[src/scs_defines.svh]
// Register offsets, field positions and reset values for the system clock source select
`ifndef SCS_DEFINES_SVH
`define SCS_DEFINES_SVH

`define SCS_ADDR_W 8
`define SCS_OFF_SYSCTRL 8'h00
`define SCS_OFF_PLLCTRL 8'h04
`define SCS_OFF_PLLDIV 8'h08
`define SCS_OFF_STATUS 8'h0C

`define SCS_SEL_LSB 0
`define SCS_VCOBYP_BIT 0
`define SCS_OSCINT_BIT 1
`define SCS_PRESCALER_DIVIDER_FIELD_LSB 16
`define SCS_PLL_INPUT_DIVIDER_FIELD_LSB 0
`define SCS_PLL_MULTIPLIER_FIELD_LSB 8
`define SCS_PLL_OUTPUT_DIVIDER_FIELD_LSB 16
`define SCS_STAT_CLK_BIT 2
`define SCS_STAT_PER_LSB 16

`define SCS_RST_SEL 2'h0
`define SCS_RST_VCOBYP 1'h1
`define SCS_RST_OSCINT 1'h0
`define SCS_RST_PRESCALER_DIVIDER_FIELD 10'h000
`define SCS_RST_PLL_INPUT_DIVIDER_FIELD 4'h0
`define SCS_RST_PLL_MULTIPLIER_FIELD 7'h00
`define SCS_RST_PLL_OUTPUT_DIVIDER_FIELD 10'h000

`endif

[src/scs_pkg.sv]
// Types shared by the system clock source select block
package scs_pkg;
  typedef enum logic [1:0] {
    SCS_SRC_WAKEUP = 2'h0,
    SCS_SRC_RSVD = 2'h1,
    SCS_SRC_OSC = 2'h2,
    SCS_SRC_DIRECT = 2'h3
  } scs_src_t;
  // Gray coded generation methods
  typedef enum logic [1:0] {
    SCS_M_WAKE = 2'h0,
    SCS_M_PRESC = 2'h1,
    SCS_M_PLL = 2'h3,
    SCS_M_DIRECT = 2'h2
  } scs_method_t;
endpackage

[src/scs_sync.sv]
// Two flip-flop synchroniser for clock pins sampled on ref_clk
`timescale 1ns/1ps
module scs_sync #(
  parameter int W = 4
) (
  input wire logic ref_clk,          // Sampling clock
  input wire logic rst_n,            // Asynchronous reset, active low
  input wire logic [W-1:0] async_in, // Pin levels
  output logic [W-1:0] sync_out      // Synchronised levels
);
  logic [W-1:0] meta_reg;
  logic [W-1:0] sync_reg;

  // First stage feeds only the second stage
  always_ff @(posedge ref_clk or negedge rst_n)
  begin
    if (!rst_n)
    begin
      meta_reg <= '0;
      sync_reg <= '0;
    end
    else
    begin
      meta_reg <= async_in;
      sync_reg <= meta_reg;
    end
  end

  assign sync_out = sync_reg;
endmodule

[src/scs_top.sv]
// System clock source select: direct drive, prescaler, PLL and wakeup clock generation
`timescale 1ns/1ps
`include "scs_defines.svh"
module scs_top
  import scs_pkg::*;
#(
  parameter int K1_W = 10,
  parameter int PLL_INPUT_DIVIDER_FIELD_W = 4,
  parameter int PLL_MULTIPLIER_FIELD_W = 7,
  parameter int K2_W = 10,
  parameter int PER_W = 16
) (
  input wire logic ref_clk,                      // 125 MHz sampling clock
  input wire logic rst_n,                        // Asynchronous reset, active low
  input wire logic direct_clock_input,           // Direct drive clock pin
  input wire logic crystal_input_pin,            // Crystal oscillator clock pin
  input wire logic internal_osc_in,              // On-chip clock source
  input wire logic wakeup_clk_in,                // Low-frequency wakeup clock
  input wire logic [`SCS_ADDR_W-1:0] reg_addr,   // Register byte address
  input wire logic [31:0] reg_wdata,             // Write data
  input wire logic reg_wr,                       // Write strobe
  input wire logic reg_rd,                       // Read strobe
  output logic [31:0] reg_rdata,                 // Read data, cycle after strobe
  output logic sys_clk_out,                      // Generated system clock level
  output logic sys_clk_tick                      // One-cycle pulse per system clock rise
);
  localparam int ACC_W = PER_W + PLL_INPUT_DIVIDER_FIELD_W + K2_W + 3;

  logic [3:0] pin_s;
  logic [1:0] clock_source_select_reg;
  logic vco_bypass_select_reg;
  logic osc_int_sel_reg;
  logic [K1_W-1:0] prescaler_divider_field_reg;
  logic [PLL_INPUT_DIVIDER_FIELD_W-1:0] pll_input_divider_field_reg;
  logic [PLL_MULTIPLIER_FIELD_W-1:0] pll_multiplier_field_reg;
  logic [K2_W-1:0] pll_output_divider_field_reg;
  scs_src_t active_src_reg;
  logic osc_d_reg;
  logic [K1_W-1:0] presc_cnt_reg;
  logic [PER_W-1:0] per_cnt_reg;
  logic [PER_W-1:0] per_reg;
  logic [ACC_W-1:0] acc_reg;
  logic pll_clk_reg;
  logic sys_clk_reg;
  logic sys_tick_reg;
  logic [31:0] rdata_reg;

  // Threshold of the PLL accumulator: input period times P times K2
  function automatic logic [ACC_W-1:0] pll_thresh(input logic [PER_W-1:0] per,
    input logic [PLL_INPUT_DIVIDER_FIELD_W-1:0] pll_input_divider_field, input logic [K2_W-1:0] pll_output_divider_field);
    logic [ACC_W-1:0] p;
    logic [ACC_W-1:0] k;
    p = ACC_W'(pll_input_divider_field) + ACC_W'(1);
    k = ACC_W'(pll_output_divider_field) + ACC_W'(1);
    pll_thresh = ACC_W'(ACC_W'(per) * p * k);
  endfunction

  // Every pin clock is sampled through two flops before use
  scs_sync #(
    .W(4)
  ) u_sync (
    .ref_clk(ref_clk),
    .rst_n(rst_n),
    .async_in({wakeup_clk_in, internal_osc_in, crystal_input_pin, direct_clock_input}),
    .sync_out(pin_s)
  );

  // Register decode
  wire wr_sys = reg_wr && (reg_addr == `SCS_OFF_SYSCTRL);
  wire wr_pll = reg_wr && (reg_addr == `SCS_OFF_PLLCTRL);
  wire wr_div = reg_wr && (reg_addr == `SCS_OFF_PLLDIV);
  wire [1:0] sel_wr = reg_wdata[`SCS_SEL_LSB +: 2];

  // Oscillator is crystal or internal source; edge seen on synced level
  wire osc_s = osc_int_sel_reg ? pin_s[2] : pin_s[1];
  wire osc_rise = osc_s && !osc_d_reg;

  // Generation method from active source and bypass bit
  wire scs_method_t method =
    (active_src_reg == SCS_SRC_DIRECT) ? SCS_M_DIRECT :
    (active_src_reg == SCS_SRC_WAKEUP) ? SCS_M_WAKE :
    vco_bypass_select_reg ? SCS_M_PRESC : SCS_M_PLL;

  // Prescaler: high for the first half of K1 oscillator periods
  wire [K1_W:0] k1_half = ({1'b0, prescaler_divider_field_reg} + (K1_W+1)'(2)) >> 1;
  wire presc_high = ({1'b0, presc_cnt_reg} < k1_half);
  wire presc_wrap = (presc_cnt_reg >= prescaler_divider_field_reg);

  // PLL: accumulator steps 2N each cycle, toggles at period*P*K2
  wire [ACC_W-1:0] thresh = pll_thresh(per_reg, pll_input_divider_field_reg,
    pll_output_divider_field_reg);
  wire [ACC_W-1:0] step = ACC_W'({pll_multiplier_field_reg, 1'b0}) + ACC_W'(2);
  wire [ACC_W-1:0] acc_sum = acc_reg + step;
  wire pll_hit = (thresh != '0) && (acc_sum >= thresh);

  // System clock selection
  logic sys_next;
  always_comb
  begin
    case (method)
      SCS_M_DIRECT: sys_next = pin_s[0];
      SCS_M_WAKE: sys_next = pin_s[3];
      SCS_M_PRESC: sys_next = (prescaler_divider_field_reg == '0) ? osc_s : presc_high;
      SCS_M_PLL: sys_next = pll_clk_reg;
      default: sys_next = 1'b0;
    endcase
  end

  // Status and read data mux; unmapped addresses read zero
  wire [31:0] rd_word =
    (reg_addr == `SCS_OFF_SYSCTRL) ? {30'h0, clock_source_select_reg} :
    (reg_addr == `SCS_OFF_PLLCTRL) ? (32'(prescaler_divider_field_reg) << `SCS_PRESCALER_DIVIDER_FIELD_LSB)
      | (32'(osc_int_sel_reg) << `SCS_OSCINT_BIT) | 32'(vco_bypass_select_reg) :
    (reg_addr == `SCS_OFF_PLLDIV) ? (32'(pll_output_divider_field_reg) << `SCS_PLL_OUTPUT_DIVIDER_FIELD_LSB)
      | (32'(pll_multiplier_field_reg) << `SCS_PLL_MULTIPLIER_FIELD_LSB) | 32'(pll_input_divider_field_reg) :
    (reg_addr == `SCS_OFF_STATUS) ? (32'(per_reg) << `SCS_STAT_PER_LSB)
      | (32'(sys_clk_reg) << `SCS_STAT_CLK_BIT) | 32'(method) :
    32'h0;

  // Control registers
  always_ff @(posedge ref_clk or negedge rst_n)
  begin
    if (!rst_n)
    begin
      clock_source_select_reg <= `SCS_RST_SEL;
      vco_bypass_select_reg <= `SCS_RST_VCOBYP;
      osc_int_sel_reg <= `SCS_RST_OSCINT;
      prescaler_divider_field_reg <= `SCS_RST_PRESCALER_DIVIDER_FIELD;
      pll_input_divider_field_reg <= `SCS_RST_PLL_INPUT_DIVIDER_FIELD;
      pll_multiplier_field_reg <= `SCS_RST_PLL_MULTIPLIER_FIELD;
      pll_output_divider_field_reg <= `SCS_RST_PLL_OUTPUT_DIVIDER_FIELD;
    end
    else
    begin
      if (wr_sys)
        clock_source_select_reg <= sel_wr;
      if (wr_pll)
      begin
        vco_bypass_select_reg <= reg_wdata[`SCS_VCOBYP_BIT];
        osc_int_sel_reg <= reg_wdata[`SCS_OSCINT_BIT];
        prescaler_divider_field_reg <= reg_wdata[`SCS_PRESCALER_DIVIDER_FIELD_LSB +: K1_W];
      end
      if (wr_div)
      begin
        pll_input_divider_field_reg <= reg_wdata[`SCS_PLL_INPUT_DIVIDER_FIELD_LSB +: PLL_INPUT_DIVIDER_FIELD_W];
        pll_multiplier_field_reg <= reg_wdata[`SCS_PLL_MULTIPLIER_FIELD_LSB +: PLL_MULTIPLIER_FIELD_W];
        pll_output_divider_field_reg <= reg_wdata[`SCS_PLL_OUTPUT_DIVIDER_FIELD_LSB +: K2_W];
      end
    end
  end

  // Active source follows the field, except the reserved code leaves it alone
  always_ff @(posedge ref_clk or negedge rst_n)
  begin
    if (!rst_n)
      active_src_reg <= SCS_SRC_WAKEUP;
    else if (clock_source_select_reg != SCS_SRC_RSVD)
      active_src_reg <= scs_src_t'(clock_source_select_reg);
  end

  // Prescaler counter advances on oscillator rising edges
  always_ff @(posedge ref_clk or negedge rst_n)
  begin
    if (!rst_n)
    begin
      osc_d_reg <= 1'b0;
      presc_cnt_reg <= '0;
    end
    else
    begin
      osc_d_reg <= osc_s;
      if (osc_rise)
        presc_cnt_reg <= presc_wrap ? '0 : presc_cnt_reg + K1_W'(1);
    end
  end

  // Input period measurement, saturating so a stopped source cannot wrap
  always_ff @(posedge ref_clk or negedge rst_n)
  begin
    if (!rst_n)
    begin
      per_cnt_reg <= '0;
      per_reg <= '0;
    end
    else if (osc_rise)
    begin
      per_reg <= (per_cnt_reg == '1) ? per_cnt_reg : per_cnt_reg + PER_W'(1);
      per_cnt_reg <= '0;
    end
    else if (per_cnt_reg != '1)
      per_cnt_reg <= per_cnt_reg + PER_W'(1);
  end

  // PLL synthesis; output capped at half of ref_clk since one toggle per cycle
  always_ff @(posedge ref_clk or negedge rst_n)
  begin
    if (!rst_n)
    begin
      acc_reg <= '0;
      pll_clk_reg <= 1'b0;
    end
    else if (pll_hit)
    begin
      acc_reg <= acc_sum - thresh;
      pll_clk_reg <= !pll_clk_reg;
    end
    else if (thresh != '0)
      acc_reg <= acc_sum;
  end

  // System clock and its rise pulse, which downstream logic uses as its timebase
  always_ff @(posedge ref_clk or negedge rst_n)
  begin
    if (!rst_n)
    begin
      sys_clk_reg <= 1'b0;
      sys_tick_reg <= 1'b0;
      rdata_reg <= 32'h0;
    end
    else
    begin
      sys_clk_reg <= sys_next;
      sys_tick_reg <= sys_next && !sys_clk_reg;
      rdata_reg <= reg_rd ? rd_word : 32'h0;
    end
  end

  assign reg_rdata = rdata_reg;
  assign sys_clk_out = sys_clk_reg;
  assign sys_clk_tick = sys_tick_reg;
endmodule

[config.mk]
export PLATFORM = sky130hd
export DESIGN_NAME = scs_top
export DESIGN_NICKNAME = d
export VERILOG_FILES = /design/src/scs_pkg.sv /design/src/scs_sync.sv /design/src/scs_top.sv
export VERILOG_INCLUDE_DIRS = /design/src
export SDC_FILE = /design/constraint.sdc
export NUM_CORES = 1
export LEC_CHECK = 0
export BUFFER_PORTS_ARGS = -buffer_cell sky130_fd_sc_hd__clkbuf_2
export CORE_MARGIN = 1
export CORE_UTILIZATION = 50
export DETAILED_ROUTE_END_ITERATION = 10
export GPL_ROUTABILITY_DRIVEN = 0
export HOLD_SLACK_MARGIN = 0.15
export PLACE_DENSITY = 0.67
export SYNTH_ARGS = -nofsm -noshare
export SYNTH_HDL_FRONTEND = slang
export SYNTH_SLANG_ARGS = --single-unit
export TNS_END_PERCENT = 1
[constraint.sdc]
create_clock -name ref_clk -period 18.1 [get_ports ref_clk]
set_input_delay 2.715 -clock ref_clk [delete_from_list [all_inputs] [get_ports ref_clk]]
set_output_delay 2.715 -clock ref_clk [all_outputs]
set_load 0.05 [all_outputs]
==> results.py <==
metrics = {
    "synth": {
        "synth_top_cell_area_share": 0.2167,
        "async_flop_share": 1.000,
        "syn_area_um2": 19770,
        "synth_cell_type_count": 87,
        "syn_inst": 2235,
        "ys_ff_latch": 151,
        "synth_ff_type": "dfrtp_1",
        "synthTopCellsByArea": "fa_1 22%, dfrtp_1 19%, ha_1 11%, inv_1 4.4%, nand2_1 4.3%",
        "ys_warn_count": 0,
        "syn_avg_cell_area_um2": 8.846,
        "synth-edff-count": 0,
        "synth-seq-area-share": 0.1912,
        "synth_top_area_cell": "fa_1",
    },
    "clocking": {
        "cts_buffer_depth": 2,
        "clk_pin_slew_ns": 0.06,
        "cts_made_buffers": 17,
        "cts-resized-gates": 0,
        "root_buffer": "clkbuf_16",
        "cts_tree": "yes",
        "clk_latency_ns": 0.46,
        "postCtsSetupBuffers": 0,
        "htree_num_levels": 4,
        "hold_buffers": 0,
        "clkSinkCount": 151,
    },
    "placed_design": {
        "hpwl_um": 40310,
        "io_buffer_count": 65,
        "dpl_cell_area_um2": 20590,
    },
    "layout": {
        "syn_to_final_growth_pct": 7.031,
        "drive_above_1_share": 0.09431,
        "finalInstanceArea_um2": 21160,
        "finalNetCount": 2689,
        "diodes": 0,
        "largest_reg_flops": 33,
        "mostFrequentLayoutCell": "inv_1",
        "layout_common_cells": "232 x inv_1, 227 x nand2_1, 214 x fa_1",
    },
    "timing": {
        "worst_pin_slew_ns": 1.304,
        "fin_crit_sh": 0.8152,
        "fin_crit_ns": 14.75,
        "hold_viol": 0,
        "slew_headroom": 0.1278,
        "fmax_mhz": 67.77,
        "setup_tns_ns": 0,
        "fin_skew_ns": 0.01641,
        "finalSetupViolCount": 0,
        "slew_violations": 0,
        "rsz0062_at_grt": "no",
    },
    "critical_path": {
        "end_kind": "register",
        "r2r_start": "pll_input_divider_field_reg[0]",
        "worstSetupStartpointType": "register",
        "required_ns": 18.42,
        "slowest_delay_ns": 0.94,
        "critPathMaxFanout": 20,
        "timing.rr.end": "pll_clk_reg",
        "rr_worst_depth": 43,
        "rrSetupSlack_ns": 3.35,
        "critical_path_class": "register to register",
        "crit_top_cell": "fa_1",
        "critPathArrivalTime_ns": 15.08,
        "crit_slowest_cell": "xor2_1",
    },
    "pwr": {
        "swShare": 0.4445,
        "power-per-cell-area_nw_per_um2": 92.67,
        "leakagePower_nw": 9.425,
        "p_int_w": 0.001089,
        "seq_power_share": 0.237,
        "p_clk_frac": 0.181,
        "peakVddDrop_mv": 0.1304,
        "p_switching_w": 0.0008717,
        "p_comb_frac": 0.581,
    },
    "floorplanning": {
        "core_um2": 38830,
        "fp-row-count": 72,
        "floorplan.initialDensity": 0.5092,
        "dieArea_um2": 40340,
        "dieHeight_um": 200.8,
        "io_pins": 82,
        "die_x_um": 200.8,
    },
    "flow_run": {
        "maxCapViolations": 0,
    },
    "drt": {
        "drtIter0Drc": 1217,
        "vias_per_cell": 5.810,
        "routedWlPerCell_um": 18.38,
        "drc_errors": 0,
        "drt-total-wl_um": 51220,
        "dr.pass1.iters": 5,
        "antenna_left": 0,
        "vias": 16190,
    },
    "grt": {
        "grt_max_degree": 80,
        "grt_pass1_wl_um": 85370,
        "grt_antenna_before_repair": 1,
        "grt_use_total": 0.2651,
        "grt_pass1_vias": 16570,
        "grt_overflow": 0,
    },
    "hold_path": {
        "hp-start": "u_sync.meta_reg[2]",
        "whs_path_depth": 0,
        "hold_class": "register to register",
        "hold_path_end": "u_sync.sync_out[2]",
    },
    "outcome": {
        "outcome": "finished clean",
    },
}
==> synthesized netlist by cell type, drive strengths merged (42+ instances only) <==
| cell type | n |
|---|---|
| a21o | 42 |
| a21oi | 99 |
| and2 | 84 |
| clkbuf | 81 |
| dfrtp | 150 |
| fa | 214 |
| ha | 171 |
| inv | 232 |
| mux2 | 47 |
| nand2 | 227 |
| nand3 | 61 |
| nor2 | 190 |
| nor3 | 49 |
| o21ai | 83 |
| xnor2 | 76 |
| xor2 | 51 |
==> area by class of cell <==
| cell class | instances | area, µm² |
|---|---|---|
| inverter | 232 | 870.8 |
| timing repair buffer | 94 | 549.3 |
| multi-input combinational | 1760 | 14740 |
| clock inverter | 14 | 140.1 |
| clock buffer | 18 | 429.2 |
| tap | 518 | 648.1 |
| sequential | 151 | 3780 |
| fill | 3473 | 17670 |
==> worst max-delay path: cells and delay by family (launching register included) <==
family                   cells  cell delay (ns)
adder cells (fa/ha/maj)     12             5.44
XOR/XNOR                     3             2.08
AND/OR/NAND/NOR              8             1.68
AO/OA/AOI/OAI               16             3.99
flip-flops                   1             0.78
buffers and inverters        4             0.62
==> power groups by stage <==
stage / clock network, W / registers [W] / logic [W]
floorplan: 0 / 0.000450 / 0.000875
global placement: 0 / 0.000466 / 0.00108
detailed placement: 0 / 0.000470 / 0.00110
CTS: 0.000362 / 0.000464 / 0.00112
global route: 0.000372 / 0.000476 / 0.00126
finish: 0.000355 / 0.000466 / 0.00114
==> per-stage QoR <==
stage | std cells | util | power (W) | hold slack (ns) | worst slack, ns
6_report | 2787 | 0.5450 | 0.001961 | 0.3483 | 3.345
5_1_grt | 2787 | 0.5450 | 0.002109 | 0.3601 | 2.461
4_1_cts | 2787 | 0.5450 | 0.001947 | 0.3498 | 3.642
3_5_place_dp | 2755 | 0.5303 | 0.001575 | 0.3347 | 3.702
3_3_place_gp | 2755 | 0.5303 | 0.001551 | 0.3332 | 3.862
2_1_floorplan | 2239 | - | 0.001325 | 0.3312 | 6.083
==> per-layer routing <==
layer,global-route usage,vias up,share of wire
met2,0.4214,586,0.45
met4,0.07988,0,0.021
met5,0,-,0
li1,-,7525,-
met1,0.3658,8004,0.45
met3,0.05227,77,0.074
==> logic make-up (layout without fill, tap and decap cells) <==
group,after synthesis,after routing,share of synthesized area
simple gates,802,802,0.1976
fa+ha+maj,385,385,0.3249
compound gates,381,381,0.1297
buf+inv,328,358,0.06424
flops,151,151,0.1912
xor+xnor,127,127,0.05664
mux,60,60,0.03550
other cells,1,5,0.0001897
==> how the worst max path moves through the flow <==
| stage | from | endpoint | slack [ns] | cells after the start |
|---|---|---|---|---|
| after floorplan | pll_input_divider_field_reg[0] | acc_reg[22] | 6.08 | 46 |
| after global placement | pll_input_divider_field_reg[0] | acc_reg[5] | 3.86 | 42 |
| after detailed placement | pll_input_divider_field_reg[0] | acc_reg[4] | 3.70 | 42 |
| after CTS | pll_input_divider_field_reg[0] | acc_reg[4] | 3.64 | 42 |
| after global routing | pll_input_divider_field_reg[0] | pll_clk_reg | 2.46 | 43 |
| final | pll_input_divider_field_reg[0] | pll_clk_reg | 3.35 | 43 |
No activity file was read; power rests on OpenSTA's default activity.
